[config.mk]
export PLATFORM = sky130hd
export DESIGN_NAME = vesr_core
export DESIGN_NICKNAME = d
export VERILOG_FILES = /design/src/verilog/vesr_pkg.sv /design/src/verilog/vesr_fmt_if.sv /design/src/verilog/vesr_fmt.sv /design/src/verilog/vesr_core.sv
export SDC_FILE = /design/constraint.sdc
export NUM_CORES = 1
export LEC_CHECK = 0
export BUFFER_PORTS_ARGS = -buffer_cell sky130_fd_sc_hd__buf_4
export CAP_MARGIN = 0
export CORE_MARGIN = 2
export CORE_UTILIZATION = 40
export DETAILED_ROUTE_END_ITERATION = 12
export SYNTH_ARGS = -nofsm -noshare
export SYNTH_HDL_FRONTEND = slang
export SYNTH_HIERARCHICAL = 1
export SYNTH_SLANG_ARGS = --single-unit
export TNS_END_PERCENT = 1
[constraint.sdc]
create_clock -name CLOCK_I -period 1.61 [get_ports CLOCK_I]
set_clock_uncertainty 0.1 [all_clocks]
set_input_delay 0.322 -clock CLOCK_I [delete_from_list [all_inputs] [get_ports CLOCK_I]]
set_output_delay 0.322 -clock CLOCK_I [all_outputs]
set_load 0.02 [all_outputs]
[src/verilog/vesr_pkg.sv]
// Constants for the virtual error syndrome register block
package vesr_pkg;
	// ----------------------------------------
	// Privilege levels
	// ----------------------------------------
	localparam logic [1:0] LVL_USER = 2'h0;
	localparam logic [1:0] LVL_KERNEL = 2'h1;
	localparam logic [1:0] LVL_HYP = 2'h2;
	localparam logic [1:0] LVL_MON = 2'h3;
	// ----------------------------------------
	// Register encodings {op1, crn, crm, op2}
	// ----------------------------------------
	localparam logic [1:0] OP0_SYSREG = 2'h3;
	localparam logic [3:0] COPROC_SYSREG = 4'hF;
	localparam logic [13:0] ENC_STATUS_VIEW = {3'h0, 4'h5, 4'h4, 3'h2};
	localparam logic [13:0] ENC_VDEFER = {3'h4, 4'hC, 4'h1, 3'h1};
	localparam logic [13:0] ENC_VSYND = {3'h4, 4'h5, 4'h2, 3'h3};
	localparam logic [13:0] ENC_PDEFER = {3'h0, 4'hC, 4'h1, 3'h1};
	// ----------------------------------------
	// Field layout
	// ----------------------------------------
	localparam int SYN_W = 25;
	localparam int DEFER_FLAG_BIT = 31;
	localparam logic [5:0] STATUS_LONG = 6'h11;
	localparam logic [4:0] FS_SHORT = 5'h16;
	localparam logic [24:0] AA32_VSYND_KEEP = 25'h000D000;
	localparam logic [24:0] AA32_VDEFER_KEEP = 25'h000D63F;
	localparam logic [24:0] VDEFER_SYN_RST = 25'h0000000;
	localparam logic [24:0] VSYND_RST = 25'h0000000;
endpackage

[src/verilog/vesr_fmt_if.sv]
// Carrier between the register core and the syndrome formatter
`timescale 1ns/100ps
`default_nettype none
interface vesr_fmt_if;
	logic [24:0] vsynd;
	logic guest_aa64;
	logic long_desc;
	logic [24:0] defer_syn;
	logic [24:0] esr_syn;
	logic [31:0] data_fault_status_reg;
	modport fmt(input vsynd, input guest_aa64, input long_desc,
		output defer_syn, output esr_syn, output data_fault_status_reg);
	modport core(output vsynd, output guest_aa64, output long_desc,
		input defer_syn, input esr_syn, input data_fault_status_reg);
endinterface
`default_nettype wire

[src/verilog/vesr_fmt.sv]
// Syndrome formatter for deferral and exception entry
`timescale 1ns/100ps
`default_nettype none
module vesr_fmt (
	vesr_fmt_if.fmt f
);
	logic [24:0] aa32;

	always_comb begin
		aa32 = 25'h0000000;
		aa32[15:14] = f.vsynd[15:14];
		aa32[12] = f.vsynd[12];
		aa32[9] = f.long_desc;
		if (f.long_desc) begin
			aa32[5:0] = vesr_pkg::STATUS_LONG;
		end else begin
			{aa32[10], aa32[3:0]} = vesr_pkg::FS_SHORT;
		end
	end

	// 64-bit guest takes flag and field straight across
	assign f.defer_syn = f.guest_aa64 ? f.vsynd : aa32;
	assign f.esr_syn = f.vsynd;
	assign f.data_fault_status_reg = {7'h00, aa32};
endmodule
`default_nettype wire

[src/verilog/vesr_core.sv]
// Virtual error syndrome, deferred status and selected record status view
`timescale 1ns/100ps
`default_nettype none
module vesr_core #(
	parameter int SEL_W = 16
) (
	// Clock and reset
	input wire logic CLOCK_I,
	input wire logic NRST_I,
	// Configuration
	input wire logic RAS_PRESENT_I,
	input wire logic HYP_PRESENT_I,
	input wire logic MON_PRESENT_I,
	input wire logic HYP_ERROR_REG_TRAP_I,
	input wire logic MONITOR_ERROR_REG_TRAP_I,
	input wire logic HYP_ASYNC_ABORT_ROUTE_I,
	input wire logic GUEST_AA64_I,
	input wire logic GUEST_LONG_DESC_I,
	// System register request
	input wire logic REQ_VALID_I,
	input wire logic REQ_WRITE_I,
	input wire logic REQ_AA32_I,
	input wire logic [1:0] REQ_OP0_I,
	input wire logic [3:0] REQ_CP_I,
	input wire logic [13:0] REQ_ENC_I,
	input wire logic [1:0] REQ_LEVEL_I,
	input wire logic REQ_NONSECURE_I,
	input wire logic [63:0] REQ_WDATA_I,
	// System register answer
	output logic RESP_VALID_O,
	output logic [63:0] RESP_RDATA_O,
	output logic RESP_UNDEF_O,
	output logic RESP_TRAP_HYP_O,
	output logic RESP_TRAP_MON_O,
	output logic RESP_MISS_O,
	// Error record store
	input wire logic [SEL_W-1:0] RECORD_SELECTOR_I,
	input wire logic [SEL_W:0] RECORD_COUNT_I,
	input wire logic [63:0] REC_RDATA_I,
	output logic REC_WR_O,
	output logic [SEL_W-1:0] REC_INDEX_O,
	output logic [63:0] REC_WDATA_O,
	// Deferral and exception events
	input wire logic ESB_DEFER_I,
	input wire logic VSERR_TAKE_I,
	output logic VDEFER_FLAG_O,
	output logic EXC_VALID_O,
	output logic [24:0] EXC_ESR_SYN_O,
	output logic [31:0] EXC_DATA_FAULT_STATUS_REG_O
);
	// ----------------------------------------
	// Parameter check
	// ----------------------------------------
	if (SEL_W < 1 || SEL_W > 16) begin : g_bad_sel
		$error("SEL_W must lie between 1 and 16");
	end

	// ----------------------------------------
	// State
	// ----------------------------------------
	typedef struct packed {
		logic resp_valid;
		logic [63:0] resp_rdata;
		logic resp_undef;
		logic resp_trap_hyp;
		logic resp_trap_mon;
		logic resp_miss;
		logic rec_wr;
		logic [SEL_W-1:0] rec_index;
		logic [63:0] rec_wdata;
		logic vdefer_flag;
		logic [24:0] vdefer_syn;
		logic [24:0] vsynd;
		logic exc_valid;
		logic [24:0] exc_esr;
		logic [31:0] exc_data_fault_status_reg;
	} vesr_state_t;

	vesr_state_t st;
	vesr_state_t next_st;
	vesr_fmt_if fmt_bus ();

	// Keeps only the bits that exist for the guest state
	function automatic logic [24:0] keep_bits(input logic aa64, input logic deferred,
			input logic [24:0] v);
		logic [24:0] m;
		m = deferred ? vesr_pkg::AA32_VDEFER_KEEP : vesr_pkg::AA32_VSYND_KEEP;
		keep_bits = aa64 ? v : (v & m);
	endfunction

	// ----------------------------------------
	// Formatter
	// ----------------------------------------
	assign fmt_bus.vsynd = st.vsynd;
	assign fmt_bus.guest_aa64 = GUEST_AA64_I;
	assign fmt_bus.long_desc = GUEST_LONG_DESC_I;

	vesr_fmt u_fmt (
		.f(fmt_bus.fmt)
	);

	// ----------------------------------------
	// Request decode
	// ----------------------------------------
	logic space_ok;
	logic is_status;
	logic is_vdefer;
	logic is_vsynd;
	logic redirect;
	logic req_mine;
	logic virt_target;
	logic out_of_range;
	logic hyp_trap;
	logic mon_trap;
	logic deny;
	logic virt_raz;

	assign space_ok = REQ_AA32_I ? (REQ_CP_I == vesr_pkg::COPROC_SYSREG)
		: (REQ_OP0_I == vesr_pkg::OP0_SYSREG);
	assign is_status = space_ok && REQ_ENC_I == vesr_pkg::ENC_STATUS_VIEW;
	assign is_vdefer = space_ok && REQ_ENC_I == vesr_pkg::ENC_VDEFER;
	assign is_vsynd = space_ok && REQ_ENC_I == vesr_pkg::ENC_VSYND;
	// Physical deferred register is only ours when routed to the virtual copy
	assign redirect = space_ok && REQ_ENC_I == vesr_pkg::ENC_PDEFER && HYP_PRESENT_I
		&& HYP_ASYNC_ABORT_ROUTE_I && REQ_NONSECURE_I
		&& REQ_LEVEL_I == vesr_pkg::LVL_KERNEL;
	assign req_mine = is_status || is_vdefer || is_vsynd || redirect;
	assign virt_target = is_vdefer || redirect;
	assign deny = !RAS_PRESENT_I
		|| REQ_LEVEL_I == vesr_pkg::LVL_USER
		|| ((is_vdefer || is_vsynd) && REQ_LEVEL_I == vesr_pkg::LVL_KERNEL);
	assign hyp_trap = is_status && HYP_PRESENT_I && HYP_ERROR_REG_TRAP_I
		&& REQ_NONSECURE_I && REQ_LEVEL_I == vesr_pkg::LVL_KERNEL;
	assign mon_trap = is_status && MON_PRESENT_I && MONITOR_ERROR_REG_TRAP_I
		&& (REQ_LEVEL_I == vesr_pkg::LVL_KERNEL || REQ_LEVEL_I == vesr_pkg::LVL_HYP);
	assign out_of_range = RECORD_COUNT_I == '0
		|| {1'b0, RECORD_SELECTOR_I} >= RECORD_COUNT_I;
	assign virt_raz = !HYP_PRESENT_I && REQ_LEVEL_I == vesr_pkg::LVL_MON;

	// ----------------------------------------
	// Next state
	// ----------------------------------------
	always_comb begin
		logic [63:0] wd;
		next_st = st;
		wd = REQ_AA32_I ? {32'h0, REQ_WDATA_I[31:0]} : REQ_WDATA_I;
		next_st.resp_valid = REQ_VALID_I;
		next_st.resp_rdata = 64'h0;
		next_st.resp_undef = 1'b0;
		next_st.resp_trap_hyp = 1'b0;
		next_st.resp_trap_mon = 1'b0;
		next_st.resp_miss = REQ_VALID_I && !req_mine;
		next_st.rec_wr = 1'b0;
		next_st.exc_valid = 1'b0;

		if (REQ_VALID_I && req_mine) begin
			if (deny) begin
				next_st.resp_undef = 1'b1;
			end else if (is_status) begin
				// Hypervisor trap ranks above the monitor trap
				if (hyp_trap) begin
					next_st.resp_trap_hyp = 1'b1;
				end else if (mon_trap) begin
					next_st.resp_trap_mon = 1'b1;
				end else if (out_of_range) begin
					next_st.resp_rdata = 64'h0;
				end else if (REQ_WRITE_I) begin
					next_st.rec_wr = 1'b1;
					next_st.rec_index = RECORD_SELECTOR_I;
					next_st.rec_wdata = wd;
				end else begin
					next_st.resp_rdata = REC_RDATA_I;
				end
			end else if (virt_raz) begin
				next_st.resp_rdata = 64'h0;
			end else if (REQ_WRITE_I) begin
				if (virt_target) begin
					next_st.vdefer_flag = wd[vesr_pkg::DEFER_FLAG_BIT];
					next_st.vdefer_syn = keep_bits(GUEST_AA64_I, 1'b1, wd[24:0]);
				end else begin
					next_st.vsynd = keep_bits(GUEST_AA64_I, 1'b0, wd[24:0]);
				end
			end
		end

		// Deferral beats a same-cycle software write
		if (ESB_DEFER_I && RAS_PRESENT_I) begin
			next_st.vdefer_flag = 1'b1;
			next_st.vdefer_syn = fmt_bus.defer_syn;
		end

		// Reads see the value a same-cycle barrier leaves behind
		if (REQ_VALID_I && req_mine && !deny && !is_status && !virt_raz && !REQ_WRITE_I) begin
			if (virt_target) begin
				next_st.resp_rdata = {32'h0, next_st.vdefer_flag, 6'h00,
					next_st.vdefer_syn};
			end else begin
				next_st.resp_rdata = {39'h0, st.vsynd};
			end
		end

		if (VSERR_TAKE_I) begin
			next_st.exc_valid = 1'b1;
			next_st.exc_esr = GUEST_AA64_I ? fmt_bus.esr_syn : 25'h0000000;
			next_st.exc_data_fault_status_reg = GUEST_AA64_I ? 32'h0 : fmt_bus.data_fault_status_reg;
		end
	end

	// ----------------------------------------
	// Registers
	// ----------------------------------------
	always_ff @(posedge CLOCK_I or negedge NRST_I) begin
		if (!NRST_I) begin
			st <= '0;
			st.vdefer_syn <= vesr_pkg::VDEFER_SYN_RST;
			st.vsynd <= vesr_pkg::VSYND_RST;
		end else begin
			st <= next_st;
		end
	end

	// ----------------------------------------
	// Outputs
	// ----------------------------------------
	assign RESP_VALID_O = st.resp_valid;
	assign RESP_RDATA_O = st.resp_rdata;
	assign RESP_UNDEF_O = st.resp_undef;
	assign RESP_TRAP_HYP_O = st.resp_trap_hyp;
	assign RESP_TRAP_MON_O = st.resp_trap_mon;
	assign RESP_MISS_O = st.resp_miss;
	assign REC_WR_O = st.rec_wr;
	assign REC_INDEX_O = st.rec_index;
	assign REC_WDATA_O = st.rec_wdata;
	assign VDEFER_FLAG_O = st.vdefer_flag;
	assign EXC_VALID_O = st.exc_valid;
	assign EXC_ESR_SYN_O = st.exc_esr;
	assign EXC_DATA_FAULT_STATUS_REG_O = st.exc_data_fault_status_reg;
endmodule
`default_nettype wire

==> impl_metrics.csv <==
group,metric,value,unit
die,coreArea,0.0334,mm²
grt,track_usage,21.2,%
run_status,status,"finished, violations left",
final_layout,area_delta_synth_final,37.8,%
setup_path,critPathKind,"in -> reg",
setup_path,cp_slowest_stage_delay,0.39,ns
final_layout,layout.cells.non_filler,2138,
synth,synth_edf_count,0,
run_status,violations,"setup timing",
sta,layout_min_cycle_time,2.06,ns
sta,fmax,0.486,GHz
final_layout,drive_gt1_share,41.5,%
cts,cts_root_buf,"clkbuf_16",
cts,htree_levels,1,
synth,synth-seq-area-share,47.7,%
cts,worstSkewPairLatency,0.54,ns
grt,gr-total-overflow,0,
grt,grt_max_degree,60,
synth,synth_top_area_share,47.7,%
flow_run,cap_violations,0,
synth,ys_warn_count,6,
grt,grt_pass1_vias,10600,
synth,ys_ff_latch,259,
synth,synthCells,1292,
setup_path,cp.required,1.93,ns
die,rows,67,
placed_design,dp_hpwl,27.1,mm
sta,finalMaxSlewViolations,0,
synth,postSynthAreaPerCell,10.5,µm²
placed_design,gp_congestion,0.883,
placed_design,post-place-cells,1963,
die,ios,408,
cts,clk_pin_slew_worst_paths,0.06,ns
synth,synth_flop_cell,"dfrtp_1",
route,num_vias,10000,
die,dieArea,0.0354,mm²
route,viasPerCell,4.69,
sta,rsz0062_at_grt,"yes",
cts,cts.sinks,259,
synth,synthArstFlopShare,100,%
route,postRouteAntennaNets,0,
setup_path,worstPathArrival,2.38,ns
synth,synth_cell_types,50,
die,start_util,40.6,%
cts,numCtsBuffers,30,
sta,hold-worst-slack,0.0302,ns
setup_path,cp-start-kind,"input pin",
grt,grt_pass1_wl,59.6,mm
sta,setup_viol,195,
power_and_ir_drop,power,0.0152,W
setup_path,critical_path.max_fanout,14,
final_layout,fill_cells,2842,
power_and_ir_drop,p_per_area,811,mW/mm²
setup_path,path_cells,"buf_6 > nor4b_4 > a22o_1 > nand3b_1 > buf_4 > a2111oi_4 > buf_12 > mux2i_1 > o211a_1 > a221o_1",
sta,period_share,128,%
power_and_ir_drop,vdd_ir_drop_max,0.000886,V
sta,finalHoldViolations,0,
sta,final.setup.worst_slack,-0.448,ns
grt,grt_antenna_before_repair,2,
cts,cts_max_path_buffers,3,
route,drt-initial-drc-count,463,
setup_path,critPathSlowestCell,"a2111oi_4",
synth,netlist_area,0.0136,mm²
die,die_h,188,µm
final_layout,fin_nets,1885,
route,post_drt_wl_per_cell,17.7,µm
route,drt-total-wl,37.9,mm
worst_hold_path,min_path_type,"in -> reg",
route,drtPass1Iterations,6,
die,die_w,188,µm
setup_path,end_kind,"register",
placed_design,placement.io_buffers,407,
power_and_ir_drop,p_leak,9.43,nW
final_layout,fin_util,55.9,%
cts,cts_tree,"built",
synth,yosysTopAreaCell,"dfrtp_1",
route,drc,0,
synth,synth.area.top_cells,"dfrtp_1, buf_4, mux2_2",
logic make-up (layout without fill, tap and decap cells):
family                   after synthesis  count (layout)  share of synthesized area [%]
AO/OA/AOI/OAI                        169             169                           8.63
adder cells (fa/ha/maj)               19              19                           1.75
buffers and inverters                401             775                           18.5
flip-flops                           259             259                           47.7
multiplexers                         123             123                           9.96
other                                  1              25                         0.0276
AND/OR/NAND/NOR                      320             320                           13.4
synth_stat cells, types with 2 or more instances:
cell type	instances
clkbuf_1	53
a221o_1	25
o21a_1	13
nor4b_1	2
nand2b_1	4
a21o_1	2
a21oi_1	21
nor4_1	6
ha_1	19
dfrtp_1	259
and4_1	2
a311oi_1	14
o21ai_0	73
nand4bb_1	2
nand2_1	64
nor2_1	45
mux2i_1	26
mux2_2	97
and2_1	71
buf_4	262
nand3b_1	34
nor3b_1	4
buf_1	4
nand4b_1	2
inv_1	78
o211a_1	12
nand3_1	28
a31oi_1	3
nor2b_1	35
nor3_1	2
nand4_1	8
buf_2	2
and3_1	3
metal layers:
metal	part of all wire (%)	GRT usage (%)	vias to the layer above	wire (µm)
met2	51	37.7	272	19100
met1	42	26.1	4910	15700
met4	1.8	5.03	0	664
met5	0	0	-	0
li1	-	-	4801	-
met3	6.2	4.64	41	2330
registers in the layout (all words and copies together) (netlist names), 16 cells and up:
register                     flops
REC_WDATA_O                     64
RESP_RDATA_O                    64
EXC_DATA_FAULT_STATUS_REG_O     32
EXC_ESR_SYN_O                   25
fmt_bus.vsynd                   25
st                              25
REC_INDEX_O                     16
critical path: cells and delay by family:
family / cells / cell delay [ns]
AOI/OAI and AO/OA: 4 / 1.03
buffers and inverters: 3 / 0.49
and+or+nand+nor: 2 / 0.42
muxes: 1 / 0.12
final timing paths:
path | slack (ns) | start | endpoint | depth (start not counted)
max | -0.45 | REQ_ENC_I[1] | RESP_RDATA_O[5]$_DFF_PN0_ | 10
min | 0.03 | REQ_ENC_I[13] | RESP_TRAP_HYP_O$_DFF_PN0_ | 3
max reg2reg | 0.28 | fmt_bus.vsynd[1]$_DFFE_PN0P_ | RESP_RDATA_O[1]$_DFF_PN0_ | 4
min reg2reg | 0.41 | REC_WDATA_O[52]$_DFFE_PN0P_ | REC_WDATA_O[52]$_DFFE_PN0P_ | 1
max in group asynchronous | 0.62 | NRST_I | st[107]$_DFF_PN0_ | 3
min in group asynchronous | 0.15 | NRST_I | RESP_RDATA_O[39]$_DFF_PN0_ | 2
cell usage in the layout, fill, tap and decap left out, types with 14 or more instances in the layout:
master	n
nand2_1	62
nand3b_1	34
nor2b_1	35
and2_1	71
conb_1	23
mux2_2	97
mux2i_1	25
nand3_1	27
inv_1	77
buf_4	484
o21ai_0	70
ha_1	15
buf_12	25
dlygate4sd3_1	119
buf_6	14
a221o_1	25
clkbuf_16	31
a21oi_1	20
dfrtp_1	258
nor2_1	45
per-stage QoR:
step           area (µm²)  setup slack (ns)  TNS (ns)
2_1_floorplan       13700            -0.961   -150.37
3_3_place_gp        16300             -1.09   -199.27
3_5_place_dp        16300             -1.12   -198.83
4_1_cts             18600            -0.433    -62.58
5_1_grt             18700            -0.563    -91.20
6_report            18700            -0.448    -68.02
layout make-up:
class	count	area (µm²)	area share [%]
Antenna cell	2	5.00	0.0267
Sequential cell	259	6480	34.6
Inverter	78	293	1.56
Tap cell	448	561	3.00
Multi-Input combinational cell	654	4900	26.2
Timing Repair Buffer	644	5510	29.5
Clock buffer	48	880	4.70
Clock inverter	5	75.1	0.401
report_power, final:
group,internal [W],switching (W)
sequential,0.00665,0.0000619
clock,0.00402,0.00264
combinational,0.000981,0.000830
what timing repair did:
| item | in CTS | in global routing |
|---|---|---|
| endpoints found under the setup margin | 197 | 199 |
| hold buffers | 119 | 0 |
| buffers inserted | 1 | 0 |
| resized for setup | 30 | 14 |
| pin swaps | 12 | 5 |
| endpoints found under the hold margin | 391 | 0 |
Note: power is estimated with default switching activity, not from simulation.
